### config.mk
export PLATFORM = sky130hd
export DESIGN_NAME = io_diag_if
export DESIGN_NICKNAME = d
export VERILOG_FILES = /design/src/io_diag_pkg.sv /design/src/resp_word.sv /design/src/io_diag_if.sv
export SDC_FILE = /design/constraint.sdc
export NUM_CORES = 1
export LEC_CHECK = 0
export BUFFER_PORTS_ARGS = -buffer_cell sky130_fd_sc_hd__buf_4
export CORE_MARGIN = 1
export CORE_UTILIZATION = 55
export DETAILED_ROUTE_END_ITERATION = 7
export HOLD_SLACK_MARGIN = 0.03
export PLACE_DENSITY = 0.79
export SLEW_MARGIN = 15
export SYNTH_ARGS = -nofsm -noshare
export SYNTH_HDL_FRONTEND = slang
export SYNTH_HIERARCHICAL = 1
export SYNTH_SLANG_ARGS = --single-unit
### constraint.sdc
create_clock -name sys_clk -period 6.7 [get_ports sys_clk]
set_input_delay 1.34 -clock sys_clk [delete_from_list [all_inputs] [get_ports sys_clk]]
set_output_delay 1.34 -clock sys_clk [all_outputs]
set_load 0.01 [all_outputs]
### src/io_diag_pkg.sv
`default_nettype none

package io_diag_pkg;

	// Register byte offsets on the APB.
	localparam logic [7:0] OFF_DATA = 8'h00;
	localparam logic [7:0] OFF_CTRL = 8'h04;
	localparam logic [7:0] OFF_SKIP = 8'h08;
	localparam logic [7:0] OFF_GLOBAL = 8'h0C;
	localparam logic [7:0] OFF_GSEL = 8'h10;
	localparam logic [7:0] OFF_IDREAD = 8'h14;
	localparam logic [7:0] OFF_DMA_ADDR = 8'h18;
	localparam logic [7:0] OFF_DMA_CNT = 8'h1C;
	localparam logic [7:0] OFF_CFG_ADDR = 8'h20;

	// Bit positions in the control register.
	localparam int CTRL_SET_BIT = 0;
	localparam int CTRL_CLF_BIT = 1;
	localparam int CTRL_CLR_BIT = 2;
	localparam int CTRL_BRK_BIT = 3;
	localparam int CTRL_RD_CONTROL = 0;
	localparam int CTRL_RD_FLAG = 1;
	localparam int CTRL_RD_BRK = 3;
	localparam int CTRL_RD_MODE7 = 4;
	localparam int CTRL_RD_MODE_LSB = 8;

	// Bit positions of the select latch and of answer words.
	localparam int GSEL_EN_BIT = 6;
	localparam int RESP_VALID_BIT = 16;

	// Diagnose mode numbers written to the global location.
	localparam logic [2:0] MODE_OFF = 3'h0;
	localparam logic [2:0] MODE_ENUM = 3'h1;
	localparam logic [2:0] MODE_STATUS = 3'h2;
	localparam logic [2:0] MODE_LOOP = 3'h3;
	localparam logic [2:0] MODE_NOSRQ = 3'h7;

	// Loopback engine states.
	typedef enum logic [1:0] {
		DMA_IDLE = 2'b00,
		DMA_RUN = 2'b01
	} dma_state_e;

	// Values after reset, and the loopback count step.
	localparam logic [15:0] RST_WORD = 16'h0000;
	localparam logic [5:0] RST_GSEL = 6'h00;
	localparam logic [2:0] RST_MODE = 3'h0;
	localparam logic [15:0] CNT_STEP = 16'h0001;

endpackage : io_diag_pkg

`default_nettype wire

### src/resp_word.sv
`timescale 1ns/1ns
`default_nettype none

// Forms the identity word or the status word that a diagnose read returns.
module resp_word
	import io_diag_pkg::*;
(
	// Selection.
	input wire logic want_status,
	// Identity fields.
	input wire logic [1:0] smart,
	input wire logic [4:0] card_type,
	input wire logic [2:0] card_rev,
	input wire logic [5:0] sel_code,
	// Status fields.
	input wire logic brk_en,
	input wire logic pri_rx,
	input wire logic control,
	input wire logic flag,
	input wire logic gr_en,
	input wire logic [5:0] gr_val,
	// Result.
	output logic [15:0] word
);

	logic gr_match;

	// Identity is laid out in four fields; status keeps the top two bits at zero.
	always_comb begin
		gr_match = (gr_val == sel_code);
		if (want_status) begin
			word = {2'b00, brk_en, pri_rx, 2'b11, control, flag, gr_match, gr_en, gr_val};
		end else begin
			word = {smart, card_type, card_rev, sel_code};
		end
	end

endmodule : resp_word

`default_nettype wire

### src/io_diag_if.sv
// The register offsets and the APB slave port were chosen for this implementation.
`timescale 1ns/1ns
`default_nettype none

// One I/O interface card: flag and control handshake plus diagnose modes.
module io_diag_if
	import io_diag_pkg::*;
#(
	parameter logic [1:0] ID_SMART = 2'h1, // Arbitrary identity value.
	parameter logic [4:0] ID_TYPE = 5'h05, // Arbitrary identity value.
	parameter logic [2:0] ID_REV = 3'h1, // Arbitrary identity value.
	parameter logic [5:0] SEL_CODE = 6'h10
) (
	// Clock, reset and enable.
	input wire logic sys_clk,
	input wire logic rst_n,
	input wire logic ce,
	// APB slave.
	input wire logic psel,
	input wire logic penable,
	input wire logic pwrite,
	input wire logic [7:0] paddr,
	input wire logic [31:0] pwdata,
	output logic [31:0] prdata,
	output logic pready,
	output logic pslverr,
	// Backplane priority chain and system reset.
	input wire logic pri_in,
	output logic pri_out,
	input wire logic control_reset_signal,
	// Service request toward the DMA logic.
	input wire logic dma_service_request,
	output logic srq_gated,
	// Attached device.
	output logic dev_start,
	output logic [15:0] dev_out_data,
	input wire logic dev_done,
	input wire logic [15:0] dev_in_data,
	// Memory write port used by the loopback test.
	output logic mem_wr,
	output logic [15:0] mem_addr,
	output logic [15:0] mem_data
);

	typedef struct packed {
		logic control;
		logic flag;
		logic brk_en;
		logic [15:0] out_buf;
		logic [15:0] in_buf;
		logic [2:0] mode;
		logic mode7;
		logic [5:0] gr_val;
		logic gr_en;
		logic pass_en;
		dma_state_e dma;
		logic [15:0] dma_addr;
		logic [15:0] dma_cnt;
		logic [15:0] cfg_addr;
		logic [31:0] rdata;
		logic ready;
		logic slverr;
		logic pri_out;
		logic srq_out;
		logic dev_start;
		logic mem_wr;
		logic [15:0] mem_addr;
		logic [15:0] mem_data;
	} state_s;

	localparam state_s RST_STATE = '{
		control: 1'b0, flag: 1'b0, brk_en: 1'b0,
		out_buf: RST_WORD, in_buf: RST_WORD,
		mode: RST_MODE, mode7: 1'b0,
		gr_val: RST_GSEL, gr_en: 1'b0, pass_en: 1'b1,
		dma: DMA_IDLE, dma_addr: RST_WORD, dma_cnt: RST_WORD, cfg_addr: RST_WORD,
		rdata: 32'h00000000, ready: 1'b0, slverr: 1'b0,
		pri_out: 1'b0, srq_out: 1'b0, dev_start: 1'b0,
		mem_wr: 1'b0, mem_addr: RST_WORD, mem_data: RST_WORD
	};

	state_s s;
	state_s next_s;
	logic [15:0] id_word;
	logic [15:0] stat_word;

	// True for every offset that holds a register.
	function automatic logic mapped(input logic [7:0] a);
		case (a)
			OFF_DATA, OFF_CTRL, OFF_SKIP, OFF_GLOBAL, OFF_GSEL,
			OFF_IDREAD, OFF_DMA_ADDR, OFF_DMA_CNT, OFF_CFG_ADDR: mapped = 1'b1;
			default: mapped = 1'b0;
		endcase
	endfunction : mapped

	// True for the modes that walk the priority chain.
	function automatic logic chain_mode(input logic [2:0] m);
		chain_mode = (m == MODE_ENUM) || (m == MODE_STATUS);
	endfunction : chain_mode

	// Identity word for mode 1 answers.
	resp_word u_id (
		.want_status(1'b0),
		.smart(ID_SMART),
		.card_type(ID_TYPE),
		.card_rev(ID_REV),
		.sel_code(SEL_CODE),
		.brk_en(s.brk_en),
		.pri_rx(pri_in),
		.control(s.control),
		.flag(s.flag),
		.gr_en(s.gr_en),
		.gr_val(s.gr_val),
		.word(id_word)
	);

	// Status word for mode 2 answers.
	resp_word u_stat (
		.want_status(1'b1),
		.smart(ID_SMART),
		.card_type(ID_TYPE),
		.card_rev(ID_REV),
		.sel_code(SEL_CODE),
		.brk_en(s.brk_en),
		.pri_rx(pri_in),
		.control(s.control),
		.flag(s.flag),
		.gr_en(s.gr_en),
		.gr_val(s.gr_val),
		.word(stat_word)
	);

	// Next-state logic for the whole card.
	always_comb begin
		logic first;
		logic done;
		logic accepts;
		logic chain_hit;
		logic [2:0] mval;
		logic [15:0] answer;
		first = 1'b0;
		done = 1'b0;
		accepts = 1'b0;
		chain_hit = 1'b0;
		mval = MODE_OFF;
		answer = RST_WORD;
		next_s = s;
		next_s.dev_start = 1'b0;
		next_s.mem_wr = 1'b0;

		// The access phase takes one wait state so that read data leaves a flop.
		first = psel && penable && !s.ready;
		done = psel && penable && s.ready;
		next_s.ready = first;
		next_s.slverr = first && !mapped(paddr);

		// Only this card, or every card when the latch is off, takes a mode.
		accepts = !s.gr_en || (s.gr_val == SEL_CODE);
		chain_hit = chain_mode(s.mode) && pri_in && !s.pass_en;
		answer = (s.mode == MODE_STATUS) ? stat_word : id_word;

		// Mode 7 cuts the incoming service request.
		next_s.srq_out = dma_service_request && !s.mode7;

		// In a chain mode, priority goes on only after this card has answered.
		next_s.pri_out = pri_in && (s.pass_en || !chain_mode(s.mode));

		// Read data is captured on the first access cycle; a write answers with zero.
		if (first) begin
			next_s.rdata = 32'h00000000;
		end
		if (first && !pwrite) begin
			case (paddr)
				OFF_DATA: next_s.rdata[15:0] = s.in_buf;
				OFF_CTRL: begin
					next_s.rdata[CTRL_RD_CONTROL] = s.control;
					next_s.rdata[CTRL_RD_FLAG] = s.flag;
					next_s.rdata[CTRL_RD_BRK] = s.brk_en;
					next_s.rdata[CTRL_RD_MODE7] = s.mode7;
					next_s.rdata[CTRL_RD_MODE_LSB +: 3] = s.mode;
				end
				OFF_SKIP: next_s.rdata[0] = s.flag;
				OFF_GLOBAL: begin
					if (chain_hit) begin
						next_s.rdata[15:0] = answer;
						next_s.rdata[RESP_VALID_BIT] = 1'b1;
						next_s.pass_en = 1'b1;
					end
					// Without priority the valid bit stays low: no response.
				end
				OFF_IDREAD: begin
					if (chain_mode(s.mode)) begin
						next_s.rdata[15:0] = answer;
						next_s.rdata[RESP_VALID_BIT] = 1'b1;
					end
				end
				OFF_GSEL: begin
					next_s.rdata[5:0] = s.gr_val;
					next_s.rdata[GSEL_EN_BIT] = s.gr_en;
				end
				OFF_DMA_ADDR: next_s.rdata[15:0] = s.dma_addr;
				OFF_DMA_CNT: next_s.rdata[15:0] = s.dma_cnt;
				OFF_CFG_ADDR: next_s.rdata[15:0] = s.cfg_addr;
				default: next_s.rdata = 32'h00000000;
			endcase
		end

		// Writes take effect at the completing edge.
		if (done && pwrite) begin
			case (paddr)
				OFF_DATA: next_s.out_buf = pwdata[15:0];
				OFF_CTRL: begin
					next_s.brk_en = pwdata[CTRL_BRK_BIT];
					if (pwdata[CTRL_CLR_BIT]) begin
						next_s.control = 1'b0;
						if (pwdata[CTRL_CLF_BIT]) begin
							next_s.flag = 1'b0;
						end
					end else if (pwdata[CTRL_SET_BIT]) begin
						next_s.control = 1'b1;
						if (pwdata[CTRL_CLF_BIT]) begin
							next_s.flag = 1'b0;
						end
						// Loopback keeps the device quiet.
						next_s.dev_start = (s.mode != MODE_LOOP);
					end
				end
				OFF_GLOBAL: begin
					mval = pwdata[2:0];
					if (accepts) begin
						// The select latch itself is left as it is.
						next_s.mode = mval;
						if (mval == MODE_NOSRQ) begin
							next_s.mode7 = 1'b1;
						end
						if (chain_mode(mval)) begin
							next_s.pass_en = 1'b0;
						end
						if (mval == MODE_LOOP && s.dma_cnt != RST_WORD) begin
							next_s.dma = DMA_RUN;
						end
						// Values 4 to 6 are stored but steer nothing.
					end
				end
				OFF_GSEL: begin
					next_s.gr_val = pwdata[5:0];
					next_s.gr_en = pwdata[GSEL_EN_BIT];
				end
				OFF_DMA_ADDR: next_s.dma_addr = pwdata[15:0];
				OFF_DMA_CNT: next_s.dma_cnt = pwdata[15:0];
				OFF_CFG_ADDR: next_s.cfg_addr = pwdata[15:0];
				default: next_s.mode = next_s.mode;
			endcase
		end

		// Loopback engine writes one word per cycle until the count wraps to zero.
		case (s.dma)
			DMA_IDLE: next_s.dma = next_s.dma;
			DMA_RUN: begin
				if (s.mode != MODE_LOOP) begin
					next_s.dma = DMA_IDLE;
				end else begin
					next_s.mem_wr = 1'b1;
					next_s.mem_addr = s.dma_addr;
					next_s.mem_data = s.cfg_addr;
					next_s.cfg_addr = 16'(s.cfg_addr + CNT_STEP);
					next_s.dma_addr = 16'(s.dma_addr + CNT_STEP);
					next_s.dma_cnt = 16'(s.dma_cnt + CNT_STEP);
					if (16'(s.dma_cnt + CNT_STEP) == RST_WORD) begin
						next_s.dma = DMA_IDLE;
					end
				end
			end
			default: next_s.dma = DMA_IDLE;
		endcase

		// System reset returns the card to control clear, flag clear, mode 7 off.
		if (control_reset_signal) begin
			next_s.control = 1'b0;
			next_s.flag = 1'b0;
			next_s.mode7 = 1'b0;
			if (s.mode == MODE_NOSRQ) begin
				next_s.mode = MODE_OFF;
			end
		end

		// Completion sets the flag after any clear, so the set is never lost.
		if (dev_done) begin
			next_s.flag = 1'b1;
			next_s.in_buf = dev_in_data;
		end
	end

	// All state is held here and frozen while the enable is low.
	always_ff @(posedge sys_clk) begin
		if (!rst_n) begin
			s <= RST_STATE;
		end else if (ce) begin
			s <= next_s;
		end
	end

	// Outputs come straight from the state flops.
	assign prdata = s.rdata;
	assign pready = s.ready;
	assign pslverr = s.slverr;
	assign pri_out = s.pri_out;
	assign srq_gated = s.srq_out;
	assign dev_start = s.dev_start;
	assign dev_out_data = s.out_buf;
	assign mem_wr = s.mem_wr;
	assign mem_addr = s.mem_addr;
	assign mem_data = s.mem_data;

endmodule : io_diag_if

`default_nettype wire

# After elaboration in Yosys (flattened, before gate mapping)
# Index checks and enable logic that the tools add are counted.
# op_classes
add_sub_neg,3
eq_ne,18
n_mux,53
n_bitwise,1
reduce_logical,48
# ops
op,count
48-bit 2-to-1 mux,2
33-bit 2-to-1 mux,2
16-bit 2-to-1 mux,4
32-bit 2-to-1 mux,2
62-bit 2-to-1 mux,1
"16-bit by 1-bit adder with 16-bit output, second input constant",3
5-bit one-hot mux with 7 select lines,1
17-bit 2-to-1 mux,2
"8-bit by 5-bit equality test with 1-bit output, second input constant",4
15-bit 2-to-1 mux,2
3-bit one-hot mux with 8 select lines,1
19-bit 2-to-1 mux,1
1-bit one-hot mux with 9 select lines,2
2-bit one-hot mux with 9 select lines,1
"8-bit by 4-bit equality test with 1-bit output, second input constant",2
16-bit logical NOT,1
2-bit one-hot mux with 8 select lines,1
16-bit nonzero test,1
3-bit 2-to-1 mux,5
1-bit 2-to-1 mux,13
2-bit 2-to-1 mux,6
3-bit AND reduction,4
1-bit logical AND,11
2-bit nonzero test,5
28 further kinds,46
# word_totals
regBits,167
input_bits,66
out_inout_bits,86
word_cells,146

# Logic depth before layout (Yosys ltp)
# Gate-level depths: netlist of run 1.
# logic_depth
depth_word,14
ltp_mapped,9
mapped_depth_nobuf,6

# By module
# The synthesis of run 1 kept the hierarchy.
# by_module_without_submodules
mod,instances,cells_per_inst,area_each_um2,seq_area_each_um2
io_diag_if,1,1143,9151.3,3343.2
resp_word,2,27,266.5,0.0

# Least setup slack after synthesis of run 1
# OpenSTA, ideal clock, no wires.
# synth_path
path_type,input -> register
from,in paddr[4]
to,reg s[118] (netlist name)
setup_ns,0.091
t_arrival_ns,3.132
required_ns,6.609
setup_slack_ns,3.477
cell_stages,6
n_path_buf,1
path_cell_list,buf_4 or4_4 or4_4 a2111oi_4 nor3_1 a311oi_1
# synth_between
elab_chain_len,6
# synth_lines
item,line,rtl
start: declaration,io_diag_if.sv:22,"input wire logic [7:0] paddr,"
8-bit by 4-bit equality test with 1-bit output (*),io_diag_if.sv:210,case (paddr)
3-bit 2-to-1 mux (*),io_diag_if.sv:210,
62-bit 2-to-1 mux (*),io_diag_if.sv:209,if (done && pwrite) begin
2-bit 2-to-1 mux,io_diag_if.sv:269,if (16'(s.dma_cnt + CNT_STEP) == RST_WORD) begin
2-bit 2-to-1 mux,io_diag_if.sv:260,if (s.mode != MODE_LOOP) begin
2-bit one-hot mux with 2 select lines (*),io_diag_if.sv:257,case (s.dma)
end signal: assignment,io_diag_if.sv:299,s <= next_s;
end: declaration,io_diag_if.sv:82,state_s s;
# Mark *: on every way between the ends. The rest lies on a longest branch, timed or not. The select of a mux whose other input is x is not followed.
# A chain may end at the register's enable or synchronous reset.

==> results of run 1 <==
==> sequential cells by signal, indices dropped and copies added (netlist names) <==
| signal | count |
|---|---|
| mem_wr | 1 |
| prdata | 32 |
| mem_addr | 16 |
| pslverr | 1 |
| pri_out | 1 |
| s | 81 |
| dev_out_data | 16 |
| pready | 1 |
| mem_data | 16 |
| srq_gated | 1 |
| dev_start | 1 |
==> report_power, final <==
group | switching (W) | total (W) | internal, W
logic | 0.0000960 | 0.000150 | 0.0000541
registers | 0.00000467 | 0.00100 | 0.000998
clock network | 0.000430 | 0.00111 | 0.000678
total | 0.000531 | 0.00226 | 0.00173
==> worst min path at each step <==
stage / from / to / slack [ns] / cells after the start
global route: mem_addr[5]$_SDFFE_PN0P_ / mem_addr[5]$_SDFFE_PN0P_ / 0.47 / 2
global placement: prdata[16]$_SDFFE_PN0P_ / prdata[16]$_SDFFE_PN0P_ / 0.44 / 2
floorplan: prdata[16]$_SDFFE_PN0P_ / prdata[16]$_SDFFE_PN0P_ / 0.43 / 2
CTS: mem_addr[11]$_SDFFE_PN0P_ / mem_addr[11]$_SDFFE_PN0P_ / 0.46 / 2
detailed placement: s[137]$_SDFFE_PN0P_ / s[137]$_SDFFE_PN0P_ / 0.45 / 2
finish: mem_addr[11]$_SDFFE_PN0P_ / mem_addr[11]$_SDFFE_PN0P_ / 0.45 / 2
==> synthesized netlist by cell type (16+ instances only) <==
| library cell | count | area share [%] |
|---|---|---|
| a211oi_1 | 22 | 1.7 |
| a21oi_1 | 104 | 5.4 |
| and3_1 | 24 | 1.6 |
| buf_4 | 81 | 6.3 |
| clkbuf_1 | 76 | 2.9 |
| dfxtp_1 | 167 | 35 |
| inv_1 | 19 | 0.74 |
| mux2_2 | 16 | 1.9 |
| mux2i_1 | 59 | 6.1 |
| nand2_1 | 148 | 5.7 |
| nand3_1 | 25 | 1.3 |
| nand4_1 | 26 | 1.7 |
| nor2_1 | 70 | 2.7 |
| nor3_1 | 30 | 1.6 |
| o21ai_0 | 50 | 2.6 |
| o22ai_1 | 26 | 1.7 |
| xnor2_1 | 18 | 1.6 |
==> critical path, stage by stage <==
cell      delay [ns]
buf_4           0.62
nand4b_1        0.16
buf_4           0.25
or4b_1          0.63
nor2_1          0.69
o21ai_0         0.32
o211ai_1        0.15
==> final cells by class <==
cell class / count / area, µm²
clock buffer: 19 / 442.9
clock inverter: 13 / 215.2
fill: 1461 / 6315
inverter: 19 / 72.57
multi-input combinational: 881 / 5448
sequential: 167 / 3343
tap: 225 / 281.5
timing repair buffer: 149 / 1119
==> logic make-up after synthesis <==
group                    share of synthesized area (%)
AND/OR/NAND/NOR                                  21.02
AO/OA/AOI/OAI                                    21.60
buffers and inverters                            11.16
flip-flops                                       34.52
other                                          0.07755
XOR/XNOR                                         1.899
adder cells (fa/ha/maj)                         0.5168
multiplexers                                     9.199
==> routing by layer <==
metal / GRT usage (%) / vias up / wire length, µm
li1: - / 4302 / -
met1: 44.55 / 4438 / 12470
met2: 50.60 / 585 / 13230
met3: 5.443 / 105 / 3049
met4: 15.61 / 0 / 1286
met5: 0 / - / 0
==> stage by stage <==
| step | hold WS [ns] | std cells | instance area (µm²) |
|---|---|---|---|
| after floorplan | 0.4322 | 1241 | 9849 |
| after global routing | 0.4697 | 1473 | 10920 |
| after detailed placement | 0.4489 | 1441 | 10260 |
| after global placement | 0.4428 | 1441 | 10260 |
| after CTS | 0.4578 | 1473 | 10920 |
| final | 0.4539 | 1473 | 10920 |
==> impl_metrics.json, run 1 <==
{
  "area_growth_pct": 12.78,
  "grt_pass1_vias": 8389,
  "insertion_delay_ns": 0.44,
  "grt.overflow.total": 0,
  "postCtsResizedCells": 0,
  "drv_slew": 0,
  "synthCells": 1197,
  "final.setup.tns_ns": 0,
  "setup_ws_ns": 2.887,
  "gp_congestion": 0.9325,
  "fmax_mhz": 262.2,
  "holdBufCountCts": 0,
  "synth_warnings": 6,
  "worst_ep_required_time_ns": 7.06,
  "num_io_pins": 152,
  "initial_core_util_pct": 56.18,
  "dieHeight_um": 134.7,
  "cts_tree": "built",
  "cp-end-kind": "flip-flop",
  "rr_startpoint": "s[131]$_SDFFE_PN0P_",
  "cts_buffer_depth": 2,
  "fin_crit_ns": 3.813,
  "wirelength_um": 30030,
  "r2r_cells": 5,
  "synth_cell_type_count": 77,
  "crit_arrival_ns": 4.17,
  "hpwl_um": 20520,
  "die_width_um": 134.7,
  "grt_max_degree": 80,
  "synth-async-reset-ratio_pct": 0,
  "clk_pin_slew_ns": 0.07,
  "vias": 9430,
  "n_antenna_cell": 0,
  "endpoint": "prdata[3]$_SDFFE_PN0P_",
  "fin_nets": 1305,
  "worstSetupPathType": "primary input to flip-flop",
  "fp.coreArea_um2": 17240,
  "start_kind": "primary input",
  "peakVddDrop_v": 0.0001716,
  "cp_max_fo": 79,
  "cts-root-buf": "clkbuf_16",
  "drt_iter0_drc": 1169,
  "leakagePower_nw": 4.231,
  "r2r_end": "s[107]$_SDFFE_PN0P_",
  "finalCritPeriodShare_pct": 56.92,
  "routed_via_density": 6.402,
  "status": "finished clean",
  "setup_viol": 0,
  "drive_above_1_share_pct": 17.63,
  "dr.pass1.iters": 7,
  "htreeDepth": 4,
  "antenna_found_initial": 0,
  "worst_pin_slew_ns": 0.9496,
  "synth-edff-count": 0,
  "cts_buffers": 17,
  "hold_viol": 0,
  "cap_violations": 0,
  "cts.sink_count": 167,
  "grt_pass1_wl_um": 45920,
  "hp-class": "flip-flop to flip-flop",
  "startpoint": "ce",
  "synth_seq_cells": 167,
  "powerDensity_nw_per_um2": 207.1,
  "final_common_cell": "dfxtp_1",
  "syn-cell-area_um2": 9684,
  "postRouteAntennaNets": 0,
  "synth.yosys.seq_area_share_pct": 34.52,
  "grt_use_total_pct": 32.78,
  "drc": 0,
  "place_ws_ns": 2.511,
  "die-area_um2": 18140,
  "syn_avg_cell_area_um2": 8.090,
  "finalPower_w": 0.002262,
  "final_cell_mix": "dfxtp_1 (167), buf_4 (149), nand2_1 (148), a21oi_1 (104), nor2_1 (68)",
  "wl_per_cell_um": 20.39,
  "row_count": 48,
  "io_buffers": 135,
  "slew_headroom_pct": 36.69,
  "cts_setup_buffers": 0,
  "rsz0062_at_grt": "false",
  "utilization_pct": 63.36,
  "regToRegSetupSlack_ns": 3.69,
  "ys.flop_type": "dfxtp_1",
  "finClkSkew_ns": 0.008017
}
No activity file was read; power rests on OpenSTA's default activity.
==> run 2, diff against run 1 <==
--- a/config.mk
+++ b/config.mk
@@ -7,10 +7,10 @@
 export LEC_CHECK = 0
 export BUFFER_PORTS_ARGS = -buffer_cell sky130_fd_sc_hd__buf_4
 export CORE_MARGIN = 1
-export CORE_UTILIZATION = 55
+export CORE_UTILIZATION = 52
 export DETAILED_ROUTE_END_ITERATION = 7
 export HOLD_SLACK_MARGIN = 0.03
-export PLACE_DENSITY = 0.79
+export PLACE_DENSITY = 0.78
 export SLEW_MARGIN = 15
 export SYNTH_ARGS = -nofsm -noshare
 export SYNTH_HDL_FRONTEND = slang
==> constraint.sdc (replaced) <==
create_clock -name sys_clk -period 3.1 [get_ports sys_clk]
set_input_delay 0.62 -clock sys_clk [delete_from_list [all_inputs] [get_ports sys_clk]]
set_output_delay 0.62 -clock sys_clk [all_outputs]
set_load 0.01 [all_outputs]
==> run 2 against run 1 <==
Net effect: the flow now finishes with violations (DRC); clock skew grew 0.0013 ns; highest routed layer unchanged; routed wire length up 1.9%; sequential cell count unchanged; critical endpoint is now prdata[1]$_SDFFE_PN0P_; non-clock buffer count increased by 21; design area rose by 1.0%; largest cell class unchanged; clock power is 100% higher; sequential share of layout area fell by 0.31 points; global-route usage is 1.2 points lower; setup slack worse by 2.4 ns.
==> impl_metrics.json, run 2 (synthesized netlist as in run 1, its figures left out) <==
{
  "hp-class": "primary input to flip-flop",
  "fin_crit_ns": 2.630,
  "placedInstanceArea_um2": 10410,
  "status": "finished, violations left",
  "wl_met1_um": 12370,
  "cts_tree": "built",
  "worst_pin_slew_ns": 0.7936,
  "fmax_mhz": 380.2,
  "grt_pass1_vias": 8930,
  "io_buffers": 135,
  "initial_core_util_pct": 53.55,
  "r2r_cells": 6,
  "crit_arrival_ns": 2.97,
  "dieHeight_um": 138.5,
  "r2r_end": "prdata[1]$_SDFFE_PN0P_",
  "regToRegSetupSlack_ns": 0.47,
  "postRouteAntennaNets": 0,
  "cts_buffers": 17,
  "wirelength_um": 30610,
  "cp_cell_sequence": "xnor2_1 > nor2_1 > a32oi_1 > buf_4 > o211ai_1 > a22o_1",
  "die-area_um2": 19170,
  "setup_viol": 0,
  "worst_ep_required_time_ns": 3.44,
  "grt_max_degree": 64,
  "gp_congestion": 0.9707,
  "violations": "DRC",
  "hold_end": "s[135]$_SDFFE_PN0P_",
  "clk_pin_slew_ns": 0.07,
  "grt.overflow.total": 0,
  "hpwl_um": 21480,
  "clkPwrFrac_pct": 47.3,
  "wl_met2_um": 13140,
  "cts_buffer_depth": 2,
  "finalCritPeriodShare_pct": 84.85,
  "p_int_w": 0.003584,
  "postCtsResizedCells": 0,
  "row_count": 49,
  "die_width_um": 138.5,
  "hold_viol": 0,
  "htreeDepth": 4,
  "grt_pass1_wl_um": 47530,
  "critPathMaxStageDelay_ns": 0.66,
  "p_sw_w": 0.001158,
  "dr_wl_met3_um": 3359,
  "drt_iter0_drc": 1099,
  "path_delay_family": "compound AO/OA/AOI/OAI gates",
  "critPathSlowestCell": "a32oi_1",
  "cp_max_fo": 9,
  "cp-end-kind": "flip-flop",
  "start_kind": "flip-flop",
  "hold_path_startpoint": "dev_in_data[3]",
  "holdBufCountCts": 0,
  "vias": 9595,
  "slew_headroom_pct": 47.09,
  "holdPathStages": 3,
  "final_common_cell": "buf_4",
  "cts-root-buf": "clkbuf_16",
  "peakVddDrop_v": 0.0003949,
  "combPwrFrac_pct": 7.0,
  "final.setup.tns_ns": 0,
  "drive_above_1_share_pct": 18.83,
  "cap_violations": 0,
  "finClkSkew_ns": 0.009282,
  "rr_startpoint": "s[129]$_SDFFE_PN0P_",
  "routed_via_density": 6.405,
  "cts.sink_count": 167,
  "drv_slew": 0,
  "n_antenna_cell": 0,
  "insertion_delay_ns": 0.44,
  "num_io_pins": 152,
  "largest_register": "s",
  "critPathBufInv": 1,
  "powerDensity_nw_per_um2": 429.7,
  "cts_setup_buffers": 0,
  "seq_power_share_pct": 45.7,
  "final_cell_area_um2": 11030,
  "area_growth_pct": 13.94,
  "worstSetupPathType": "flip-flop to flip-flop",
  "final_cell_mix": "buf_4 (170), dfxtp_1 (167), nand2_1 (148), a21oi_1 (104), nor2_1 (68)",
  "largest_register_ff_count": 81,
  "dr.pass1.iters": 8,
  "drc": 4,
  "wl_per_cell_um": 20.44,
  "top_layer": "met4",
  "swShare_pct": 24.42,
  "grt_use_total_pct": 31.58,
  "leakagePower_nw": 4.297,
  "fp.coreArea_um2": 18090,
  "critical_path_depth": 6,
  "fin_nets": 1326,
  "antenna_found_initial": 1,
  "rsz0062_at_grt": "false"
}
## run 2: worst register-to-register path, delay by kind of cell (launching register included)
kind            cells  cell delay [ns]
compound gates      3             1.12
xor+xnor            1             0.60
buf+inv             1             0.29
flops               1             0.38
simple gates        1             0.13
## run 2: power by group through the flow
| stage | sequential, W | combinational, W | clock (W) |
|---|---|---|---|
| 2_1_floorplan | 0.00221 | 0.000195 | 0 |
| 4_1_cts | 0.00217 | 0.000317 | 0.00224 |
| 3_3_place_gp | 0.00222 | 0.000311 | 0 |
| 3_5_place_dp | 0.00222 | 0.000316 | 0 |
| 5_1_grt | 0.00217 | 0.000351 | 0.00234 |
| 6_report | 0.00217 | 0.000331 | 0.00224 |
## run 2: through the flow
step                      util [%]  cells  power, W  hold WS (ns)  setup WS (ns)
after global placement       57.57   1465  0.002528        0.4439         0.3599
after global routing         61.01   1498  0.004863        0.4320         0.3398
after detailed placement     57.57   1465  0.002532        0.4477         0.2878
final                        61.01   1498  0.004741        0.4266         0.4697
after floorplan                  -   1241  0.002409        0.4322         0.5966
after CTS                    60.97   1497  0.004729        0.4201         0.2795
## run 2: layer usage
layer	global-route usage, %	up-vias
li1	-	4365
met5	0	-
met2	47.26	604
met1	40.21	4475
met4	19.81	0
met3	8.763	151
## run 2: area by class of cell
cell class / instances / area (µm²)
inverter: 19 / 72.57
fill: 1583 / 7052
timing repair buffer: 170 / 1276
clock buffer: 20 / 446.7
clock inverter: 12 / 167.7
sequential: 167 / 3343
multi-input combinational: 881 / 5441
tap: 229 / 286.5
## run 2: how the worst max path moves through the flow
stage | from | slack [ns] | to
final | s[129]$_SDFFE_PN0P_ | 0.47 | prdata[1]$_SDFFE_PN0P_
after global routing | s[129]$_SDFFE_PN0P_ | 0.34 | prdata[1]$_SDFFE_PN0P_
after CTS | s[129]$_SDFFE_PN0P_ | 0.28 | prdata[0]$_SDFFE_PN0P_
after detailed placement | s[129]$_SDFFE_PN0P_ | 0.29 | prdata[0]$_SDFFE_PN0P_
after global placement | s[129]$_SDFFE_PN0P_ | 0.36 | prdata[0]$_SDFFE_PN0P_
after floorplan | paddr[4] | 0.60 | s[118]$_SDFFE_PN0P_
==> run 3, diff against run 2 <==
--- a/config.mk
+++ b/config.mk
@@ -5,12 +5,13 @@
 export SDC_FILE = /design/constraint.sdc
 export NUM_CORES = 1
 export LEC_CHECK = 0
+export ABC_AREA = 1
 export BUFFER_PORTS_ARGS = -buffer_cell sky130_fd_sc_hd__buf_4
 export CORE_MARGIN = 1
-export CORE_UTILIZATION = 52
+export CORE_UTILIZATION = 55
 export DETAILED_ROUTE_END_ITERATION = 7
 export HOLD_SLACK_MARGIN = 0.03
-export PLACE_DENSITY = 0.78
+export PLACE_DENSITY = 0.79
 export SLEW_MARGIN = 15
 export SYNTH_ARGS = -nofsm -noshare
 export SYNTH_HDL_FRONTEND = slang
==> constraint.sdc (replaced) <==
create_clock -name sys_clk -period 2.7 [get_ports sys_clk]
set_input_delay 0.54 -clock sys_clk [delete_from_list [all_inputs] [get_ports sys_clk]]
set_output_delay 0.54 -clock sys_clk [all_outputs]
set_load 0.01 [all_outputs]
==> run 3 against run 2 <==
Net effect: the flow now finishes without violations; routed wire length rose by 2.2%; sequential share of layout area fell by 0.84 points; sequential power rose by 16%; setup slack improved by 0.061 ns; area after synthesis rose by 2.8%; global-route usage rose by 2.5 points; count of clock-buffer cells in the layout fell by 3; die area fell by 2.8%; critical path depth rose by 6; fmax rose by 21%; critical path type unchanged; critical endpoint is now s[118]$_SDFFE_PN0P_; largest power group is now registers; highest routed layer unchanged.
==> impl_metrics.json, run 3 <==
{
  "status": "finished clean",
  "setup_viol": 0,
  "drt_iter0_drc": 1050,
  "syn_avg_cell_area_um2": 6.317,
  "peakVddDrop_v": 0.0004065,
  "postRouteAntennaNets": 0,
  "grt.overflow.total": 0,
  "num_io_pins": 152,
  "cts_buffer_depth": 2,
  "synth_xor_area_share_pct": 0.1759,
  "seqCellArea_um2": 3343,
  "final.setup.tns_ns": 0,
  "swShare_pct": 25.99,
  "drv_slew": 0,
  "cts_setup_buffers": 0,
  "gp_congestion": 0.9986,
  "die_width_um": 136.5,
  "regToRegSetupSlack_ns": 0.53,
  "holdBufCountCts": 0,
  "grt_pass1_wl_um": 48330,
  "cp_max_fo": 6,
  "fp.coreArea_um2": 17480,
  "worst_ep_required_time_ns": 3.01,
  "powerDensity_nw_per_um2": 477.9,
  "slew_headroom_pct": 65.34,
  "cts.sink_count": 167,
  "r2r_cells": 12,
  "synthCells": 1576,
  "routed_via_density": 5.542,
  "grt_use_total_pct": 34.07,
  "synth_common_cells": "nand2_1 (392), o21ai_0 (201), dfxtp_1 (167)",
  "start_kind": "flip-flop",
  "antenna_found_initial": 1,
  "insertion_delay_ns": 0.44,
  "rr_startpoint": "s[87]$_SDFFE_PN0P_",
  "hold_viol": 0,
  "cts_buffers": 17,
  "synth_cell_type_count": 39,
  "cts_tree": "built",
  "clkPwrFrac_pct": 46.0,
  "synthAdderAreaFrac_pct": 0.5027,
  "worstSetupPathType": "flip-flop to flip-flop",
  "worst_pin_slew_ns": 0.5180,
  "synth_top_area_share_pct": 33.58,
  "synth_warnings": 6,
  "cp-end-kind": "flip-flop",
  "p_int_w": 0.004013,
  "setup_ws_ns": 0.5304,
  "synth.yosys.seq_area_share_pct": 33.58,
  "yosysTopAreaCell": "dfxtp_1",
  "hold_end": "s[165]$_SDFFE_PN0P_",
  "htreeDepth": 4,
  "synth.area.mux_share_pct": 0.1005,
  "synth_top_family_by_area": "simple AND/OR/NAND/NOR gates",
  "die-area_um2": 18640,
  "dieHeight_um": 136.5,
  "synth-async-reset-ratio_pct": 0,
  "rsz0062_at_grt": "false",
  "area_growth_pct": 13.97,
  "row_count": 48,
  "holdPathStages": 3,
  "synth_area_leaders": "dfxtp_1 (34%), nand2_1 (15%), o21ai_0 (10%)",
  "final_common_cell": "nand2_1",
  "p_sw_w": 0.001410,
  "fin_crit_ns": 2.170,
  "drive_above_1_share_pct": 13.60,
  "finClkSkew_ns": 0.01509,
  "n_antenna_cell": 0,
  "combPwrFrac_pct": 7.5,
  "grt_pass1_vias": 9203,
  "grt_max_degree": 78,
  "place_ws_ns": 0.3862,
  "utilization_pct": 64.93,
  "largest_register_ff_count": 81,
  "r2r_end": "s[118]$_SDFFE_PN0P_",
  "dr.pass1.iters": 5,
  "synth-edff-count": 0,
  "drc": 0,
  "hold_path_startpoint": "dev_done",
  "wirelength_um": 31300,
  "io_buffers": 135,
  "wl_per_cell_um": 16.52,
  "synth_compound_area_share_pct": 20.72,
  "postCtsResizedCells": 0,
  "synth.most_common_cell": "nand2_1",
  "fmax_mhz": 460.9,
  "vias": 10500,
  "hp-class": "primary input to flip-flop",
  "crit_arrival_ns": 2.48,
  "multi_input_area_um2": 5238,
  "largest_register": "s",
  "fin_nets": 1727,
  "clk_pin_slew_ns": 0.07,
  "cts-root-buf": "clkbuf_16",
  "synth_seq_cells": 167,
  "syn-cell-area_um2": 9956,
  "fill_cells": 1598,
  "cap_violations": 0,
  "synth-simple-area-share_pct": 29.09,
  "final_cell_mix": "nand2_1 (392), o21ai_0 (201), dfxtp_1 (167), buf_4 (163), inv_1 (161)",
  "initial_core_util_pct": 56.97,
  "hpwl_um": 23160,
  "leakagePower_nw": 4.995,
  "seq_power_share_pct": 46.6,
  "finalCritPeriodShare_pct": 80.36,
  "ys.flop_type": "dfxtp_1"
}
-- run 3: cell types whose count changed after synthesis, sizes merged, moves of 24 or more --
cell	previous run	this run
mux2	24	0
o21ai	58	212
nand2	148	394
inv	19	168
nand3	25	105
and3	24	0
mux2i	59	1
nor2	70	145
clkbuf	77	46
-- run 3: critical path, stage by stage (launching register included) --
cell and delay (ns):
dfxtp_1 0.43, ha_1 0.26, nand3_1 0.11, nor2_1 0.41, nand2_1 0.17, nor2_1 0.12, nand2_1 0.06, nand2_1 0.09
nand2_1 0.06, nor2_1 0.09, nand2_1 0.10, nand2_1 0.08, a21oi_1 0.05
-- run 3: worst max path at each step --
stage	startpoint	endpoint	slack, ns	cells after the start
final	s[87]$_SDFFE_PN0P_	s[118]$_SDFFE_PN0P_	0.53	12
after global routing	s[87]$_SDFFE_PN0P_	s[118]$_SDFFE_PN0P_	0.38	12
after CTS	s[87]$_SDFFE_PN0P_	s[118]$_SDFFE_PN0P_	0.59	12
after detailed placement	paddr[1]	s[80]$_SDFFE_PN0P_	0.39	11
after global placement	paddr[1]	s[80]$_SDFFE_PN0P_	0.43	11
after floorplan	paddr[1]	s[165]$_SDFFE_PN0P_	0.89	10
-- run 3: cell families after synthesis --
group           after synthesis
other cells                   2
xor+xnor                      2
fa+ha+maj                     4
mux                           1
compound gates              387
flops                       167
buf+inv                     321
simple gates                692
-- run 3: final cells by class --
class                      count  area share [%]
tap                          225           2.481
sequential                   167           29.46
clock buffer                  17           3.749
timing repair buffer         165           11.14
inverter                     168           5.557
multi-input combinational   1138           46.16
clock inverter                14           1.456
-- run 3: through the flow --
step           hold slack (ns)  area, µm²  cells  power (W)
5_1_grt                 0.3674      11350   1894   0.005575
2_1_floorplan           0.4245      10140   1626   0.002799
6_report                0.3619      11350   1894   0.005422
4_1_cts                 0.3470      11350   1894   0.005412
3_5_place_dp            0.4456      10760   1863   0.002967
3_3_place_gp            0.4406      10760   1863   0.002963
-- run 3: layer usage --
| metal | wire [µm] | GRT usage (%) | up-vias |
|---|---|---|---|
| met5 | 0 | 0 | - |
| met4 | 1676 | 19.81 | 0 |
| met3 | 2699 | 5.630 | 106 |
| met2 | 14320 | 54.51 | 552 |
| met1 | 12600 | 43.21 | 4661 |
| li1 | - | - | 5178 |
-- run 3: power by group through the flow --
| stage | sequential, W | combinational, W | clock (W) |
|---|---|---|---|
| global placement | 0.00258 | 0.000385 | 0 |
| detailed placement | 0.00258 | 0.000388 | 0 |
| floorplan | 0.00257 | 0.000228 | 0 |
| finish | 0.00252 | 0.000405 | 0.00249 |
| global route | 0.00253 | 0.000442 | 0.00261 |
| CTS | 0.00252 | 0.000390 | 0.00250 |
